===== src/pm_pkg.sv =====
// package for the power-state pin controller: modes, config and sampled pin group
// assumes a single 100 MHz clock domain and active-low asynchronous reset
package pm_pkg;

    // one-hot operating modes
    typedef enum logic [4:0] {
        MODE_HYPER = 5'h01,
        MODE_HIGH = 5'h02,
        MODE_LOW = 5'h04,
        MODE_STANDBY = 5'h08,
        MODE_SUSPEND = 5'h10
    } pm_mode_e;

    // configuration held outside this block (configuration index space)
    localparam logic [7:0] PIN_CFG_INDEX = 8'h50;
    localparam logic EDGE_FALL = 1'h0;
    localparam logic EDGE_RISE = 1'h1;

    typedef struct packed {
        logic sus_edge_rise;   // active edge of suspend_resume_pin
        logic resume_to_low;   // resume target: 1 low-speed, 0 high-speed
        logic ac_disables_pm;  // ac_power_present disables power management
    } pm_cfg_s;

    // synchronised pin group
    typedef struct packed {
        logic suspend_resume_pin;
        logic battery_dead_input;
        logic ac_power_present;
    } pm_pins_s;

    localparam int PIN_COUNT = 3;
    localparam logic [2:0] SYNC_RESET = 3'h7;  // pins idle high at reset

endpackage : pm_pkg


===== src/pin_sync.sv =====
// three-stage synchroniser with agreement filter for the power-management pins
// assumes asynchronous pin inputs; output changes only when stages 2 and 3 agree
module pin_sync (
    input wire logic CLK,
    input wire logic NRST,
    input wire pm_pkg::pm_pins_s PIN_IN,
    output pm_pkg::pm_pins_s PIN_OUT
);
    import pm_pkg::*;

    typedef struct packed {
        logic [PIN_COUNT-1:0] s1;
        logic [PIN_COUNT-1:0] s2;
        logic [PIN_COUNT-1:0] s3;
        logic [PIN_COUNT-1:0] clean;
    } sync_s;

    sync_s st;
    sync_s next_st;

    // stage 1 is read only by stage 2; the filter looks at stages 2 and 3
    always_comb begin
        next_st = st;
        next_st.s1 = PIN_IN;
        next_st.s2 = st.s1;
        next_st.s3 = st.s2;
        for (int i = 0; i < PIN_COUNT; i++) begin
            if (st.s2[i] == st.s3[i]) begin
                next_st.clean[i] = st.s3[i];
            end
        end
    end

    always_ff @(posedge CLK or negedge NRST) begin
        if (!NRST) begin
            st <= '{s1: SYNC_RESET, s2: SYNC_RESET, s3: SYNC_RESET, clean: SYNC_RESET};
        end else begin
            st <= next_st;
        end
    end

    assign PIN_OUT = st.clean;

endmodule : pin_sync


===== src/power_state_pin_control.sv =====
// power-state pin controller: suspend/resume pin, dead-battery pin, ac-supply pin
// assumes CFG is static software configuration and pins are asynchronous
// assumes ALL_CLEAR and the speed request come from logic on this clock
// limitation: a pin pulse shorter than two clocks is filtered away on purpose
// How it works
// - active edge while running enters suspend
// - active edge in suspend resumes high/low
// - software selects active suspend/resume edge
// - dead-battery falling edge drives latched output low
// - dead-battery edge forces suspend, output reports it
// - latched output released only by all-clear
// - ac present with option disables management
module power_state_pin_control (
    input wire logic CLK,
    input wire logic NRST,
    input wire logic SUSPEND_RESUME_PIN,
    input wire logic BATTERY_DEAD_INPUT,
    input wire logic AC_POWER_PRESENT,
    input wire pm_pkg::pm_cfg_s CFG,
    input wire logic SPEED_REQ_VALID,
    input wire pm_pkg::pm_mode_e SPEED_REQ,
    input wire logic ALL_CLEAR,
    output pm_pkg::pm_mode_e MODE,
    output logic LATCHED_BATTERY_DEAD_OUT_N,
    output logic PM_DISABLED
);
    import pm_pkg::*;

    typedef struct packed {
        pm_pins_s prev;
        pm_mode_e mode;
        logic batt_latched;
        logic pm_off;
    } ctl_s;

    ctl_s st;
    ctl_s next_st;
    pm_pins_s raw_pins;
    pm_pins_s pins;
    logic sus_edge;
    logic batt_fall;

    // group the three pins so they pass the filter together
    assign raw_pins.suspend_resume_pin = SUSPEND_RESUME_PIN;
    assign raw_pins.battery_dead_input = BATTERY_DEAD_INPUT;
    assign raw_pins.ac_power_present = AC_POWER_PRESENT;

    // pins are asynchronous: filter before any edge is looked at
    // the filter costs about five clocks from pin to state, far below any supply timescale
    pin_sync u_sync (
        .CLK(CLK),
        .NRST(NRST),
        .PIN_IN(raw_pins),
        .PIN_OUT(pins)
    );

    // edge detection on the filtered level gives one event per edge
    always_comb begin
        if (CFG.sus_edge_rise == EDGE_RISE) begin
            sus_edge = pins.suspend_resume_pin && !st.prev.suspend_resume_pin;
        end else begin
            sus_edge = !pins.suspend_resume_pin && st.prev.suspend_resume_pin;
        end
        batt_fall = !pins.battery_dead_input && st.prev.battery_dead_input;
    end

    // mode machine; dead battery has priority over the suspend/resume pin
    always_comb begin
        next_st = st;
        next_st.prev = pins;
        next_st.pm_off = pins.ac_power_present && CFG.ac_disables_pm;
        // release first so a fresh dead-battery edge in the same cycle wins
        if (ALL_CLEAR) begin
            next_st.batt_latched = 1'b0;
        end
        if (batt_fall) begin
            next_st.batt_latched = 1'b1;
        end
        case (st.mode)
            // running modes: dead battery first, then the pin, then software
            MODE_HYPER, MODE_HIGH, MODE_LOW, MODE_STANDBY: begin
                if (batt_fall) begin
                    next_st.mode = MODE_SUSPEND;
                end else if (sus_edge && !next_st.pm_off) begin
                    next_st.mode = MODE_SUSPEND;
                end else if (SPEED_REQ_VALID && SPEED_REQ != MODE_SUSPEND) begin
                    next_st.mode = SPEED_REQ;
                end
            end
            MODE_SUSPEND: begin
                // no resume while the dead-battery latch is still set
                if (sus_edge && !st.batt_latched && !batt_fall) begin
                    next_st.mode = CFG.resume_to_low ? MODE_LOW : MODE_HIGH;
                end else if (next_st.pm_off && !next_st.batt_latched) begin
                    // next-state latch, so a dead edge in this cycle keeps suspend
                    next_st.mode = MODE_HIGH;
                end
            end
            default: begin
                next_st.mode = MODE_HIGH;
            end
        endcase
    end

    // prev resets to the filter's reset level, so no false edge follows reset
    always_ff @(posedge CLK or negedge NRST) begin
        if (!NRST) begin
            st <= '{prev: pm_pins_s'(SYNC_RESET), mode: MODE_HIGH, batt_latched: 1'b0, pm_off: 1'b0};
        end else begin
            st <= next_st;
        end
    end

    // outputs come straight from the state register
    assign MODE = st.mode;
    assign LATCHED_BATTERY_DEAD_OUT_N = !st.batt_latched;
    assign PM_DISABLED = st.pm_off;
endmodule : power_state_pin_control


===== config.mk =====
export PLATFORM = sky130hd
export DESIGN_NAME = power_state_pin_control
export DESIGN_NICKNAME = d
export VERILOG_FILES = /design/src/pm_pkg.sv /design/src/pin_sync.sv /design/src/power_state_pin_control.sv
export SDC_FILE = /design/constraint.sdc
export NUM_CORES = 1
export LEC_CHECK = 0
export ABC_AREA = 1
export ABC_CLOCK_PERIOD_IN_PS = 1800
export BUFFER_PORTS_ARGS = -buffer_cell sky130_fd_sc_hd__buf_2
export CORE_UTILIZATION = 35
export CTS_BUF_LIST = sky130_fd_sc_hd__clkbuf_8 sky130_fd_sc_hd__clkbuf_16
export CTS_CLUSTER_SIZE = 10
export DETAILED_ROUTE_END_ITERATION = 7
export GPL_TIMING_DRIVEN = 0
export HOLD_SLACK_MARGIN = 0.05
export PLACE_DENSITY_LB_ADDON = 0.25
export SYNTH_ARGS = -nofsm -noshare
export SYNTH_HDL_FRONTEND = slang
export SYNTH_SLANG_ARGS = --single-unit

===== constraint.sdc =====
create_clock -name CLK -period 1.8 [get_ports CLK]
set_input_delay 0.18 -clock CLK [delete_from_list [all_inputs] [get_ports CLK]]
set_output_delay 0.18 -clock CLK [all_outputs]
set_load 0.01 [all_outputs]

# ---- After elaboration in Yosys (flattened, before gate mapping)
# Cells that the tools add are included.
# Widths: inputs -> output; s select.
dict set report word_totals {
  reg_bits 21
  input_bits 15
  out_inout_bits 7
}
dict set report op_classes {
  n_eq_ne 11
  mux 10
  reduce_logical 18
}
# operator count
set op_table {}
lappend op_table {{$mux 5} 5}
lappend op_table {{$pmux 5 s2} 1}
lappend op_table {{$logic_and 1x1->1} 9}
lappend op_table {{$logic_not 1->1} 7}
lappend op_table {{$eq 5x1->1 const B} 1}
lappend op_table {{$eq 5x2->1 const B} 1}
lappend op_table {{$eq 5x3->1 const B} 1}
lappend op_table {{$eq 5x4->1 const B} 1}
lappend op_table {{$eq 5x5->1 const B} 1}
lappend op_table {{$ne 5x5->1 const B} 1}
lappend op_table {{$ne 4x4->1 const B} 1}
lappend op_table {{$reduce_or 4->1} 1}
lappend op_table {{$eq 1x1->1} 3}
lappend op_table {{$mux 1} 3}
lappend op_table {{$mux 3} 1}
lappend op_table {{$ne 3x3->1 const B} 1}
lappend op_table {{$reduce_and 2->1} 1}

# ---- Depth between registers and ports, before layout
dict set report logic_depth {
  word_depth 8
  ltp_mapped 10
}

# ---- Cells and area by module
# From an unflattened synthesis, not the netlist that was laid out.
dict set report unflattened {
  cells_unflattened 116
  area_unflattened_um2 1023.5
}
# mod n_inst cells_per_inst area_per_inst_um2
set by_module_without_submodules {}
lappend by_module_without_submodules {power_state_pin_control 1 89 636.9}
lappend by_module_without_submodules {pin_sync 1 27 386.6}

# ---- Worst setup path before layout
# No wires, ideal clock.
dict set report synth_path {
  path_type {register to register}
  from {reg u_sync.st (netlist bit u_sync.PIN_OUT[1])}
  to {reg st (netlist bit MODE[0])}
  setup_ns 0.118
  t_arrival_ns 1.182
  path_slack_ns 0.500
  stages_incl_launch_ff 10
  n_path_buf 0
  synth_period_minus_slack_ns 1.300
  cell_sequence {dfstp_2 > inv_1 > nand2_2 > nand2_1 > nor2_1 > nor2_1 > nand2_1 > nand2_4 > nand2_1 > o21ai_2}
}
dict set report synth_between {
  elab_chain_len 7
  word_cells_on_any_way 13
  classes_between {eq/ne (2); mux (4); reduce/logical (7)}
}
# item line_no
set synth_lines {}
lappend synth_lines {{from (decl)} pin_sync.sv:18} ;# sync_s st;
lappend synth_lines {{from (signal assigned)} pin_sync.sv:36} ;# st <= '{s1: SYNC_RESET, s2: SYNC_RESET, s3: SYNC_RESET, clean: SYNC_RESET};
lappend synth_lines {{from (signal assigned)} pin_sync.sv:38} ;# st <= next_st;
lappend synth_lines {{$logic_not 1->1 (*)} power_state_pin_control.sv:64} ;# batt_fall = !pins.battery_dead_input && st.prev.battery_dead_input;
lappend synth_lines {{$logic_and 1x1->1 (*)} power_state_pin_control.sv:64}
lappend synth_lines {{$mux 1} power_state_pin_control.sv:76} ;# if (batt_fall) begin
lappend synth_lines {{$logic_not 1->1} power_state_pin_control.sv:94} ;# end else if (next_st.pm_off && !next_st.batt_latched) begin
lappend synth_lines {{$logic_and 1x1->1} power_state_pin_control.sv:94}
lappend synth_lines {{$ne 3x3->1 (no source line)} -}
lappend synth_lines {{$reduce_and 2->1 (no source line)} -}
lappend synth_lines {{to (signal assigned)} power_state_pin_control.sv:108} ;# st <= '{prev: pm_pins_s'(SYNC_RESET), mode: MODE_HIGH, batt_latched: 1'b0, pm_off: 1'b0};
lappend synth_lines {{to (signal assigned)} power_state_pin_control.sv:110} ;# st <= next_st;
lappend synth_lines {{to (decl)} power_state_pin_control.sv:36} ;# ctl_s st;
# Every way passes the cells marked *; elsewhere a longest branch is shown, timed or not.
# A chain may end at the register's enable or synchronous reset.

# ---- Final worst setup path
# Ends and elaborated chain as after synthesis.

==> metrics.md <==
| Metric | Value |
|---|---|
| Hold Slack | about 0.11 ns |
| Post-cts sizing count | 0 |
| Number of diodes | 0 |
| Fraction of registers with async set/reset | 100.0% |
| Antenna-violating nets left | 0 |
| Core ar. | between 2000 and 3000 sq um |
| CTS tree | built |
| CP Class | flip-flop to flip-flop |
| WL per Instance | approximately 9.6 microns |
| Slew Viols, Final | 0 |
| Worst Setup EP | MODE[0]$_DFFE_PN0P_ |
| Largest net degree at the start of global routing | 22 |
| Post-CTS setup buffer count | 0 |
| Synth Area per Inst | 9.252 sq um |
| Drt pass-1 iters | 4 |
| VDD IR max | 748.5 uV |
| CP max-delay cell | dfstp_2 |
| Clock Skew | about 0.0027 ns |
| Post-synth EDFFs | 0 |
| Synth top area cells | dfstp_2 (41%), dfrtp_1 (16%), nand2_1 (11%) |
| Fmax achieved | roughly 0.70 GHz |
| Hold-fix buffers, CTS | 4 |
| Startpoint Class | flip-flop |
| Lkg Pwr | approximately 0.0006 uW |
| Final GP Congestion | between 0.8 and 0.9 |
| Hpwl dp | 1199 microns |
| RSZ-0062 raised after global routing | false |
| PortBufs | 21 |
| Clk Latency, worst-skew pair | about 0.25 ns |
| Worst slew margin | a little over two thirds |
| Cell row count | 18 |
| GRT Overall Usage | approximately an eighth |
| Die W | approximately 54 microns |
| #FFs+latches synth | 21 |
| Die ar. | 2963 sq um |
| Layout area overhead | 24.06% |
| Vias per Instance | between 4 and 5 |
| Fin Setup TNS | 0 ns |
| Most common cell in the netlist | nand2_1 |
| Vias in the first global route | slightly below 700 |
| Status | finished, final reports clean |
| Yosys warnings | 0 |
| Layout cells sized above 1 | a little over two fifths |
| Sequential element share of the synthesized area | between 50% and 60% |
| Fin crit share | between 70% and 80% |
| RR Endpoint | MODE[0]$_DFFE_PN0P_ |
| Clock tree sinks | 21 |
| Worst-case clock buffer depth | 2 |
| Max Cap Violations | 0 |
| Primary FF master, synth | dfstp_2 |
| Final WL | about 1600 microns |
| Syn nets | around 120 |
| Worst reg2reg path depth | 9 |
| Leading area contributor after synthesis | dfstp_2 |
| Final hold viol count | 0 |
| Synth Cell Area | between 900 and 1000 sq um |
| Clock Pin Slew Worst Setup and Hold Paths | 0.08 ns |
| Io pins | 22 |
| Antenna violations before repair | 0 |
| Yosys top cell area share | just over 40% |
| Initial core utilization | a little under two fifths |
| Cell mode on critical path | nand2_1 |
| Yosys cell types | 18 |
| Hold/Removal Path Class | primary input to flip-flop |
| Slew @ Worst Pin | 0.4567 ns |
| Final layout net count | about 150 |
| CTS H-tree lvls | 1 |
| Pwr dens | about 1300 nW/um^2 |
| Crit path DAT | ~1.6 ns |
| Fin crit period | 1.429 ns |
| Crit-path cells | inv_1, nand2_2, nand2_1, nor2_1, nor2_1, nand2_1, nand2_4, nand2_1, o21ai_2 |
| Cts bufs inserted | 3 |
| Critical Path RT | ~2.0 ns |
| CP max FO | 6 |
| Setup crit end kind | flip-flop |
| Synth cell count leaders | nand2_1 (27), dfstp_2 (15), nor2_1 (13) |
| First-pass GRT wire length | between 2000 and 3000 microns |
| Remaining global-route overflow | 0 |
| Iter 0 DRT Violations | 8 |
| Final setup viols | 0 |
| Root buffer selected by CTS | clkbuf_8 |
| Worst stage delay on the critical path | between 0.5 and 0.6 ns |
| Mapped Cells | between 100 and 150 |
| Reg2reg setup slack | 0.37 ns |
| Vias after detailed routing | ~730 |
| DRC | 0 |
| R2r startpoint | u_sync.PIN_OUT[1]$_DFFE_PN1N_ |
| Crit path launch | u_sync.PIN_OUT[1]$_DFFE_PN1N_ |
| Die H | roughly 54 microns |
-- power breakdown --
group	total (uW)	internal, uW	switching, uW
logic	637	270	366
registers	640	576	63.7
clock network	307	156	151
total	1580	1000	581
-- kinds of logic (layout without fill, tap and decap cells) --
kind of cell	count (synthesis)	count (layout)	share of synthesized area, %
and+or+nand+nor	55	55	26.53
DFF	21	21	56.57
buffers and inverters	18	47	8.972
AOI/OAI and AO/OA	7	7	4.812
adders and majority gates	3	3	3.121
-- cell type report --
cell class,instances,area (sq um)
timing repair buffer,25,145.1
clock inverter,1,7.507
inverter,13,48.80
fill,244,1351
multi-input combinational,65,331.6
buffer,5,37.54
sequential,21,544.3
tap,30,37.54
clock buffer,3,41.29
-- flip-flops by register name (all words and copies together), names as in the netlist --
register / cells
PM_DISABLED: 1
st: 3
u_sync.next_st: 6
u_sync.PIN_OUT: 3
u_sync.st: 3
MODE: 5
-- per-stage QoR --
step,instance area (sq um),setup WS (ns),utilization [%],power (uW),cells
5_1_grt,1194,0.2360,46.90,1727,163
3_5_place_dp,1105,0.3677,43.41,1285,155
4_1_cts,1194,0.3566,46.90,1613,163
3_3_place_gp,1105,0.3847,43.41,1276,155
6_report,1194,0.3706,46.90,1583,163
2_1_floorplan,962.2,0.5000,-,1127,104
-- per-layer routing --
metal / wire length (microns) / GRT usage [%] / vias up
met5: 0 / 0 / -
met4: 8 / 2.564 / 0
met3: 62 / 5.000 / 2
met2: 748 / 23.17 / 18
met1: 742 / 15.18 / 335
li1: - / - / 376
-- critical path: cells and delay by family (launching register included) --
family	cells	cell delay, ns
buffers and inverters	1	0.05
DFF	1	0.55
and+or+nand+nor	7	0.66
AOI/OAI and AO/OA	1	0.05
-- placed cells by master (no fill, tap or decap) --
cell,instances
buf_2,21
buf_4,5
clkbuf_8,3
clkinvlp_4,1
dfrtp_1,6
dfstp_2,15
dlygate4sd3_1,4
inv_1,12
inv_2,1
maj3_1,3
nand2_1,27
nand2_2,2
nand2_4,1
nand3_1,6
nand3_2,2
nand3b_1,1
nand4_1,1
nor2_1,13
nor2_2,1
nor2_4,1
o21ai_0,4
o21ai_2,3
-- how the worst min path moves through the flow --
stage / end / cells after the start / start
after floorplan: MODE[0]$_DFFE_PN0P_ / 0 / NRST
after global placement: MODE[2]$_DFFE_PN0P_ / 1 / NRST
after detailed placement: MODE[0]$_DFFE_PN0P_ / 1 / NRST
after CTS: st[1]$_DFF_PN0_ / 2 / ALL_CLEAR
after global routing: st[1]$_DFF_PN0_ / 2 / ALL_CLEAR
final: st[1]$_DFF_PN0_ / 2 / ALL_CLEAR
Note: power is estimated with default switching activity, not from simulation.
